--- src/logic/tps_map.vh ---
`ifndef TPS_MAP_VH
`define TPS_MAP_VH
// Register addresses on the plain register port.
`define TPS_ADDR_TIMER 8'h01
`define TPS_ADDR_OPTION 8'h81
`define TPS_ADDR_INTCTL 8'h0b
`define TPS_ADDR_WDTCLR 8'h90
`define TPS_ADDR_STATUS 8'h91
// Option register fields.
`define TPS_OPT_ASSIGN 3
`define TPS_OPT_SRC 5
`define TPS_OPT_RATIO_HI 2
`define TPS_OPT_RATIO_LO 0
// Interrupt control fields.
`define TPS_INT_GLOBAL_EN 7
`define TPS_INT_OVF_EN 5
`define TPS_INT_OVF_FLAG 2
// Reset values.
`define TPS_OPTION_RST 8'hff
`define TPS_INTCTL_RST 8'h00
`define TPS_ZERO8 8'h00
`define TPS_MAX8 8'hff
`define TPS_ONE8 8'h01
// Phase counter codes.
`define TPS_PH_FIRST 2'h0
`define TPS_PH_SECOND 2'h1
`define TPS_PH_THIRD 2'h2
`define TPS_PH_FOURTH 2'h3
`define TPS_PH_ONE 2'h1
// Watchdog postscaler input width.
`define TPS_WDT_W 8
`define TPS_WDT_ONE 8'h01
`endif

--- src/logic/tps_prescaler.v ---
`timescale 1ns/1ps
`default_nettype none
`include "tps_map.vh"
// Shared eight-bit prescaler with ratio tap select.
// It is modelled as a synchronous counter stepped by an enable, so the
// symmetrical ripple output becomes a tap bit that toggles evenly.
module tps_prescaler (
    input wire clock,
    input wire rst_n,
    input wire step,
    input wire clear,
    input wire [2:0] ratio,
    output reg tap
);
    // Counter bits; never reachable from software.
    reg [7:0] count_reg;

    // Clear has priority over a step in the same cycle.
    always @(posedge clock) begin
        if (!rst_n || clear) begin
            count_reg <= `TPS_ZERO8;
        end else if (step) begin
            count_reg <= count_reg + `TPS_ONE8;
        end
    end

    // Ratio n taps bit n, giving divide by two to the n plus one.
    always @* begin
        tap = count_reg[ratio];
    end
endmodule
`default_nettype wire

--- src/logic/tps_timer.v ---
// The strobed register port was left to the implementer.
`timescale 1ns/1ps
`default_nettype none
`include "tps_map.vh"
// Notes on behaviour
// - Oscillator divided into four phase clocks.
// - No prescaler: count input bypasses prescaler.
// - Count source sampled on phases two, four.
// - Prescaler divides count input, symmetrical output.
// - Timer increments three to seven periods later.
// - One eight-bit prescaler, timer or watchdog.
// - Assignment and ratio from option bits three-zero.
// - Timer write clears prescaler when assigned.
// - Watchdog clear resets watchdog, and prescaler when assigned.
// - Prescaler count has no software access.
module tps_timer (
    input wire clock,
    input wire rst_n,
    input wire ext_count_clock_in,
    input wire wdt_tick,
    input wire [7:0] reg_addr,
    input wire [7:0] reg_wdata,
    input wire reg_write,
    input wire reg_read,
    output reg [7:0] reg_rdata,
    output reg [7:0] timer_count_register,
    output reg timer_overflow_flag,
    output reg wdt_timeout,
    output reg irq_out,
    output reg phase_clock_two,
    output reg phase_clock_four
);
    // Two-stage synchroniser for the asynchronous count pin.
    reg pin_s1_reg;
    reg pin_s2_reg;
    // Phase counter: one instruction cycle is four clocks.
    reg [1:0] phase_reg;
    // Option register; bit 3 assigns, bits 2:0 pick the ratio.
    reg [7:0] option_reg;
    // Interrupt control register with the overflow flag in it.
    reg [7:0] intctl_reg;
    // Previous pin level, for the prescaler step edge.
    reg pin_prev_reg;
    // Sampled counter source and its previous sample.
    reg samp_reg;
    reg samp_prev_reg;
    // Watchdog counter; its carry out is the timeout event.
    reg [7:0] wdt_reg;
    reg wdt_tap_prev_reg;
    // High while the prescaler serves the watchdog, not the timer.
    wire pre_to_wdog;
    wire edge_sel;
    wire pin_edge;
    wire pre_tap;
    wire src;
    wire pre_step;
    wire pre_clear;
    wire sample_now;
    wire count_evt;
    wire wdt_evt;
    wire tmr_wr;
    wire wdt_clr;

    // Decodes a write to one address.
    function wr_hit;
        input [7:0] addr;
        input [7:0] want;
        input we;
        begin
            wr_hit = we && (addr == want);
        end
    endfunction

    assign pre_to_wdog = option_reg[`TPS_OPT_ASSIGN];
    assign edge_sel = option_reg[`TPS_OPT_SRC];
    assign tmr_wr = wr_hit(reg_addr, `TPS_ADDR_TIMER, reg_write);
    assign wdt_clr = wr_hit(reg_addr, `TPS_ADDR_WDTCLR, reg_write);
    // The chosen pin edge steps the prescaler when timer owns it.
    assign pin_edge = edge_sel ? (pin_prev_reg && !pin_s2_reg)
                               : (!pin_prev_reg && pin_s2_reg);
    // One counter, stepped by either the pin or the watchdog tick.
    assign pre_step = pre_to_wdog ? wdt_tick : pin_edge;
    // Clear on timer write or watchdog clear, by current owner.
    assign pre_clear = pre_to_wdog ? wdt_clr : tmr_wr;
    // Bypass the prescaler when it belongs to the watchdog.
    assign src = pre_to_wdog ? (pin_s2_reg ^ edge_sel) : pre_tap;
    assign sample_now = (phase_reg == `TPS_PH_SECOND)
                     || (phase_reg == `TPS_PH_FOURTH);
    // A rising sample of the source counts once.
    assign count_evt = sample_now && src && !samp_prev_reg;
    // Watchdog steps on its own tick or on the postscaler tap.
    assign wdt_evt = pre_to_wdog ? (pre_tap && !wdt_tap_prev_reg)
                                 : wdt_tick;

    tps_prescaler u_pre (
        .clock(clock),
        .rst_n(rst_n),
        .step(pre_step),
        .clear(pre_clear),
        .ratio(option_reg[`TPS_OPT_RATIO_HI:`TPS_OPT_RATIO_LO]),
        .tap(pre_tap)
    );

    // Synchroniser; the first stage feeds only the second.
    always @(posedge clock) begin
        if (!rst_n) begin
            pin_s1_reg <= 1'b0;
            pin_s2_reg <= 1'b0;
            pin_prev_reg <= 1'b0;
        end else begin
            pin_s1_reg <= ext_count_clock_in;
            pin_s2_reg <= pin_s1_reg;
            pin_prev_reg <= pin_s2_reg;
        end
    end

    // Phase counter and registered phase strobes.
    always @(posedge clock) begin
        if (!rst_n) begin
            phase_reg <= `TPS_PH_FIRST;
            phase_clock_two <= 1'b0;
            phase_clock_four <= 1'b0;
        end else begin
            phase_reg <= phase_reg + `TPS_PH_ONE;
            // Strobes show the phase that the counter now enters.
            phase_clock_two <= (phase_reg == `TPS_PH_FIRST);
            phase_clock_four <= (phase_reg == `TPS_PH_THIRD);
        end
    end

    // Source sampling only on phases two and four.
    always @(posedge clock) begin
        if (!rst_n) begin
            // Reset high: with falling-edge select and an idle low pin the
            // source sits high, and a low reset value would count a
            // phantom edge right after reset.
            samp_prev_reg <= 1'b1;
        end else if (sample_now) begin
            samp_prev_reg <= src;
        end
    end

    // Timer register; software write wins over a count.
    always @(posedge clock) begin
        if (!rst_n) begin
            timer_count_register <= `TPS_ZERO8;
        end else if (tmr_wr) begin
            timer_count_register <= reg_wdata;
        end else if (count_evt) begin
            timer_count_register <= timer_count_register
                                    + `TPS_ONE8;
        end
    end

    // Option and interrupt control; rollover set beats a clear.
    always @(posedge clock) begin
        if (!rst_n) begin
            option_reg <= `TPS_OPTION_RST;
            intctl_reg <= `TPS_INTCTL_RST;
        end else begin
            if (wr_hit(reg_addr, `TPS_ADDR_OPTION, reg_write)) begin
                option_reg <= reg_wdata;
            end
            if (wr_hit(reg_addr, `TPS_ADDR_INTCTL, reg_write)) begin
                intctl_reg <= reg_wdata;
            end
            if (count_evt && !tmr_wr
                && timer_count_register == `TPS_MAX8) begin
                intctl_reg[`TPS_INT_OVF_FLAG] <= 1'b1;
            end
        end
    end

    // Watchdog counter, cleared together with the prescaler when it owns the prescaler.
    always @(posedge clock) begin
        if (!rst_n) begin
            wdt_reg <= `TPS_ZERO8;
            wdt_tap_prev_reg <= 1'b0;
            wdt_timeout <= 1'b0;
        end else begin
            wdt_tap_prev_reg <= pre_tap;
            wdt_timeout <= 1'b0;
            if (wdt_clr) begin
                wdt_reg <= `TPS_ZERO8;
            end else if (wdt_evt) begin
                wdt_reg <= wdt_reg + `TPS_WDT_ONE;
                wdt_timeout <= (wdt_reg == `TPS_MAX8);
            end
        end
    end

    // Registered outputs and read data; prescaler is never readable.
    always @(posedge clock) begin
        if (!rst_n) begin
            reg_rdata <= `TPS_ZERO8;
            timer_overflow_flag <= 1'b0;
            irq_out <= 1'b0;
        end else begin
            timer_overflow_flag <= intctl_reg[`TPS_INT_OVF_FLAG];
            irq_out <= intctl_reg[`TPS_INT_GLOBAL_EN]
                       && intctl_reg[`TPS_INT_OVF_EN]
                       && intctl_reg[`TPS_INT_OVF_FLAG];
            reg_rdata <= `TPS_ZERO8;
            if (reg_read) begin
                case (reg_addr)
                    `TPS_ADDR_TIMER: begin
                        reg_rdata <= timer_count_register;
                    end
                    `TPS_ADDR_OPTION: begin
                        reg_rdata <= option_reg;
                    end
                    `TPS_ADDR_INTCTL: begin
                        reg_rdata <= intctl_reg;
                    end
                    `TPS_ADDR_STATUS: begin
                        reg_rdata <= wdt_reg;
                    end
                    default: begin
                        reg_rdata <= `TPS_ZERO8;
                    end
                endcase
            end
        end
    end
endmodule
`default_nettype wire

--- config.mk ---
export PLATFORM = sky130hd
export DESIGN_NAME = tps_timer
export DESIGN_NICKNAME = d
export VERILOG_FILES = /design/src/logic/tps_prescaler.v /design/src/logic/tps_timer.v
export VERILOG_INCLUDE_DIRS = /design/src /design/src/logic
export SDC_FILE = /design/constraint.sdc
export NUM_CORES = 1
export LEC_CHECK = 0
export BUFFER_PORTS_ARGS = -buffer_cell sky130_fd_sc_hd__buf_2
export CELL_PAD_IN_SITES_DETAIL_PLACEMENT = 0
export CELL_PAD_IN_SITES_GLOBAL_PLACEMENT = 1
export CORE_MARGIN = 3
export CORE_UTILIZATION = 40
export CTS_CLUSTER_SIZE = 8
export DETAILED_ROUTE_END_ITERATION = 10
export PLACE_DENSITY_LB_ADDON = 0.3
export SKIP_LAST_GASP = 1
export SYNTH_ARGS = -nofsm -noshare
export SYNTH_HDL_FRONTEND = slang
export SYNTH_SLANG_ARGS = --single-unit
--- constraint.sdc ---
create_clock -name clock -period 2.2 [get_ports clock]
set_input_delay 0 -clock clock [delete_from_list [all_inputs] [get_ports clock]]
set_output_delay 0 -clock clock [all_outputs]
set_load 0.005 [all_outputs]
==> reports/metrics.yaml, run 1 <==
routing:
  via_count: 2471
  routed_wl_mm: 6.633
  drt_iter0_markers: 78
  routedWlPerCell_um: 14.05
  viasPerCell: 5.235
  drc_errors: 0
  postRouteAntennaNets: 0
  first_pass_iters: 4
cts:
  clock_path_buffers: 2
  clock_latency_ns: 0.33
  cts_root_buf: "clkbuf_8"
  cts_tree: "built"
  clkSinkCount: 60
  cts_resized: 0
  clkTransAtPathRegs_ns: 0.07
  postCtsSetupRepairBufs: 0
  cts_max_level: 3
  cts_buffers: 9
synthesis:
  yosys.area.top_type: "dfxtp_1"
  synthesis.area_um2: 2793
  synth_top_area_share_pct: 43.01
  synth_xor_area_share_pct: 2.509
  synth-main-ff-cell: "dfxtp_1"
  syn_avg_cell_area_um2: 8.980
  synthCells: 311
  synth_fp_nets: 340
  ys_seq_area_share_pct: 43.01
  synthSimpleGateAreaFrac_pct: 23.39
  synth.area.top_cells: "dfxtp_1, mux2i_1, nand2_1"
  synth_cell_types: 48
  synth_edf_count: 0
  synthAdderAreaFrac_pct: 3.136
  yosys_warnings: 0
  synth_compound_area_share_pct: 17.03
  muxShareOfSynthArea_pct: 7.661
  yosys_register_bits: 60
  synth_top_family_by_area: "simple AND/OR/NAND/NOR gates"
  async_flop_share_pct: 0
critical_path:
  crit_fanout: 11
  critPathSlowestCell: "dfxtp_1"
  worst_ep_required_time_ns: 2.42
  cp-start-kind: "flip-flop"
  worstSetupEndpointType: "flip-flop"
  slowest_delay_ns: 0.45
  arrival_ns: 2.21
  timing.critical_path.cells: "mux2_1, o22ai_1, o31a_1, buf_4, o21ai_0, nor3b_1"
  path_class: "flip-flop to flip-flop"
cells_and_area:
  finalNetCount: 403
  final_util_pct: 52.39
  n_antenna_cell: 0
  drive_gt1_share_pct: 20.58
  layout_commonest_cell: "dfxtp_1"
  final_cell_mix: "dfxtp_1, buf_2, nand2_1, nor2_1, o21ai_0"
  area_delta_synth_final_pct: 23.21
place:
  dp_hpwl_mm: 4.877
  pre_cts_slack_ns: 0.2474
  gp_congestion: 0.8221
  io_buffers: 42
grt:
  grt_use_met1_pct: 24.36
  grt_overflow_total: 0
  met3_usage_pct: 3.871
  grt_pass1_vias: 2134
  grt_util_met2_pct: 25.33
  track_usage_pct: 17.37
  busiest_layer: "met2"
  antenna_found_initial: 0
  grt_pass1_wl_mm: 10.49
  grt_max_degree: 27
floorplan:
  die_area_um2: 8020
  start_util_pct: 42.52
  ios: 43
  coreArea_um2: 6568
  die_h_um: 89.56
  rows: 29
  die_w_um: 89.56
sta:
  holdWs_ns: 0.08315
  grt_setup_unrepaired: "no"
  finalHoldViolCount: 0
  maxSlewViolCount: 0
  fmax_ghz: 0.5033
  slew_headroom_pct: 58.10
  period_share_pct: 90.32
  worst_slack_ns: 0.2131
  clock_skew_ns: 0.009638
  finalSetupTns_ns: 0
  setup_viol: 0
  max_slew.worst_pin.slew_ns: 0.6257
  period_needed_ns: 1.987
power_and_ir_drop:
  leakage_nw: 1.452
  vdd_drop_max_uv: 289.4
  power.density_nw_per_um2: 640.1
flow_run:
  drv_cap: 0
hold_path:
  hold_class: "input port to flip-flop"
status:
  status: "finished clean"
-- synthesized netlist by cell type, types with 8 or more instances --
cell,n
o21ai_0,20
nand2_1,27
dfxtp_1,60
mux2i_1,18
a21oi_1,16
nor2_1,23
clkbuf_1,8
a22o_1,8
a31oi_1,8
a22oi_1,8
or3_1,12
and2_1,9
-- final timing paths --
check,startpoint,to,slack [ns],depth (start not counted)
max,option_reg[0],timer_count_register[7],0.21,6
min,rst_n,option_reg[4],0.08,3
max reg2reg,option_reg[0],timer_count_register[7],0.21,6
min reg2reg,pin_s1_reg,pin_s2_reg,0.43,1
-- kinds of logic (layout without fill, tap and decap cells) --
kind of cell | after synthesis | after routing
DFF | 60 | 60
adders and majority gates | 7 | 7
muxes | 21 | 21
xor gates and xnor gates | 8 | 8
and+or+nand+nor | 120 | 120
buffers and inverters | 21 | 89
AOI/OAI and AO/OA | 74 | 74
-- stage by stage --
step	total power (W)	cell area, um2	cells
floorplan	0.001208	2793	311
global placement	0.001266	3167	447
detailed placement	0.001267	3167	447
CTS	0.002222	3441	472
global route	0.002295	3441	472
finish	0.002203	3441	472
-- metal layers --
layer,wire length (um),up-vias
met5,0,-
met4,107,0
met3,196,11
met2,2957,39
met1,3371,1158
li1,-,1263
-- final cells by class --
class | instances | area, um2
Timing Repair Buffer | 66 | 412.9
Tap cell | 93 | 116.4
Fill cell | 608 | 3127
Inverter | 7 | 26.28
Clock inverter | 5 | 52.55
Sequential cell | 60 | 1201
Multi-Input combinational cell | 230 | 1500
Clock buffer | 11 | 131.4
-- power breakdown --
part	switching, W	internal [W]	leakage [nW]
logic	0.0000726	0.0000642	0.874
clock network	0.000432	0.000518	0.0931
registers	0.0000139	0.00110	0.486
total	0.000518	0.00168	1.45
-- critical path: cells and delay by family, from the launching register on --
| kind | cells | cell delay (ns) |
|---|---|---|
| buf+inv | 1 | 0.19 |
| mux | 1 | 0.35 |
| flops | 1 | 0.45 |
| compound gates | 3 | 0.74 |
| simple gates | 1 | 0.14 |
-- what timing repair did --
item,4_1_cts,5_1_grt
hold buffers,9,0
setup endpoints to repair,0,0
endpoints found under the hold margin,17,0
Note: power is estimated with default switching activity, not from simulation.
==> run 2, diff against run 1 <==
ABC_CLOCK_PERIOD_IN_PS = 2200   (was unset)
CAP_MARGIN = 20   (was unset)
CORE_UTILIZATION = 42   (was 40)
==> reports/metrics.yaml, run 2 (synthesized netlist as in run 1, its figures left out) <==
status:
  status: "finished clean"
cells_and_area:
  n_antenna_cell: 0  # unchanged
  area_delta_synth_final_pct: 22.54
  layout_commonest_cell: "dfxtp_1"
  final_cell_mix: "dfxtp_1, buf_2, nand2_1, nor2_1, o21ai_0"
  stdcell_count: 456  # -3.4%
  drive_gt1_share_pct: 20.84  # +0.26 points
  finalNetCount: 403  # unchanged
  final_util_pct: 53.59  # +1.2 points
floorplan:
  rows: 29  # unchanged
  die_area_um2: 7663  # -4.4%
  die_h_um: 87.54  # -2.3%
  start_util_pct: 43.73  # +1.2 points
  coreArea_um2: 6386  # -2.8%
  ios: 43  # unchanged
  die_w_um: 87.54  # -2.3%
critical_path:
  crit_fanout: 15  # +4
  rrSetupSlack_ns: 0.19  # -0.02 ns
  worst_ep_required_time_ns: 2.47  # +0.05 ns
  worst_r2r_endpoint: "wdt_reg[3]"
  worstSetupEndpointType: "flip-flop"
  path_class: "flip-flop to flip-flop"
  r2r-start: "option_reg[0]"
  arrival_ns: 2.27  # +0.06 ns
  r2r_cells: 7  # +1
  cp-start-kind: "flip-flop"
sta:
  maxSlewViolCount: 0  # unchanged
  finalHoldViolCount: 0  # unchanged
  finalSetupTns_ns: 0  # unchanged
  slew_headroom_pct: 57.07  # -1.0 points
  period_needed_ns: 2.009  # +0.02182 ns
  period_share_pct: 91.31  # +0.99 points
  grt_setup_unrepaired: "no"
  max_slew.worst_pin.slew_ns: 0.6397  # +0.01396 ns
  holdWs_ns: 0.1025  # +0.01938 ns
  clock_skew_ns: 0.007492  # -0.002146 ns
  setup_viol: 0  # unchanged
  fmax_ghz: 0.4978  # -1.1%
place:
  dp.cells: 431  # -3.6%
  io_buffers: 42  # unchanged
  gp_congestion: 0.8102  # -1.4%
  dp_hpwl_mm: 4.905  # +0.58%
cts:
  cts_root_buf: "clkbuf_8"
  clkSinkCount: 60  # unchanged
  clock_latency_ns: 0.34  # about the same
  clock_path_buffers: 2  # unchanged
  clkTransAtPathRegs_ns: 0.07  # about the same
  cts_max_level: 3  # unchanged
  cts_tree: "built"
  cts_buffers: 9  # unchanged
routing:
  viasPerCell: 5.469  # +4.5%
  first_pass_iters: 4  # unchanged
  postRouteAntennaNets: 0  # unchanged
  drt_iter0_markers: 116  # +49%
  via_count: 2494  # +0.93%
  routed_wl_mm: 6.911  # +4.2%
  routedWlPerCell_um: 15.16  # +7.8%
  drc_errors: 0  # unchanged
grt:
  grt_max_degree: 27  # unchanged
  met3_usage_pct: 3.669  # -0.20 points
  grt_use_met1_pct: 25.97  # +1.6 points
  grt_overflow_total: 0  # unchanged
  grt_pass1_vias: 2203  # +3.2%
  grt_util_met2_pct: 28.22  # +2.9 points
  grt_pass1_wl_mm: 10.98  # +4.6%
  antenna_found_initial: 0  # unchanged
  track_usage_pct: 18.80  # +1.4 points
  busiest_layer: "met2"
power_and_ir_drop:
  power.density_nw_per_um2: 642.7  # +0.40%
  p_total_w: 0.002199  # -0.14%
  leakage_nw: 1.453  # about the same
  vdd_drop_max_uv: 369.3  # +28%
hold_path:
  hold_depth: 3  # unchanged
  hold_class: "input port to flip-flop"
  hold_end: "option_reg[4]"
  min_from: "rst_n"
flow_run:
  drv_cap: 0  # unchanged
## run 2: layer usage
metal,wire (um),vias to the layer above
met5,0,-
met2,3217,57
met3,442,5
met1,3192,1170
met4,58,0
li1,-,1262
## run 2: cell type report
class / instances / area [um2]
fillers: 618 / 2964
multi-input cells: 230 / 1501
flip-flops and latches: 60 / 1201
repair buffers: 66 / 412.9
clock buffers: 11 / 131.4
well taps: 77 / 96.34
clock inverters: 5 / 52.55
inverters: 7 / 26.28
## run 2: power breakdown
| group | switching, W | internal [W] |
|---|---|---|
| logic | 0.0000752 | 0.0000643 |
| registers | 0.0000141 | 0.00110 |
| clock network | 0.000426 | 0.000518 |
## run 2: worst max-delay path by stage
stage | startpoint | to | depth (start not counted)
2_1_floorplan | option_reg[0] | wdt_reg[2] | 7
3_3_place_gp | option_reg[0] | timer_count_register[7] | 6
3_5_place_dp | option_reg[0] | timer_count_register[7] | 6
4_1_cts | option_reg[0] | timer_count_register[7] | 6
5_1_grt | option_reg[0] | wdt_reg[4] | 7
6_report | option_reg[0] | wdt_reg[3] | 7
## run 2: stage by stage
stage                     worst slack [ns]  area, um2
final                               0.1912       3422
after global routing               0.04861       3422
after CTS                           0.1589       3421
after detailed placement            0.1695       3147
after global placement              0.2391       3147
after floorplan                     0.3756       2793
## run 2: critical path, cell delays in order (launching register included)
cell and delay (ns):
dfxtp_1 0.46, mux2_2 0.20, nor3b_1 0.05, buf_4 0.14
o41a_1 0.39, buf_4 0.19, or3_1 0.36, a21oi_1 0.14
## run 2: timing repair
item                                    in CTS  in global routing
hold buffers                                 9                  0
gates resized for setup                      0                  1
hold endpoints to repair                    18                  0
setup buffers                                0                  0
endpoints found under the setup margin       0                  5
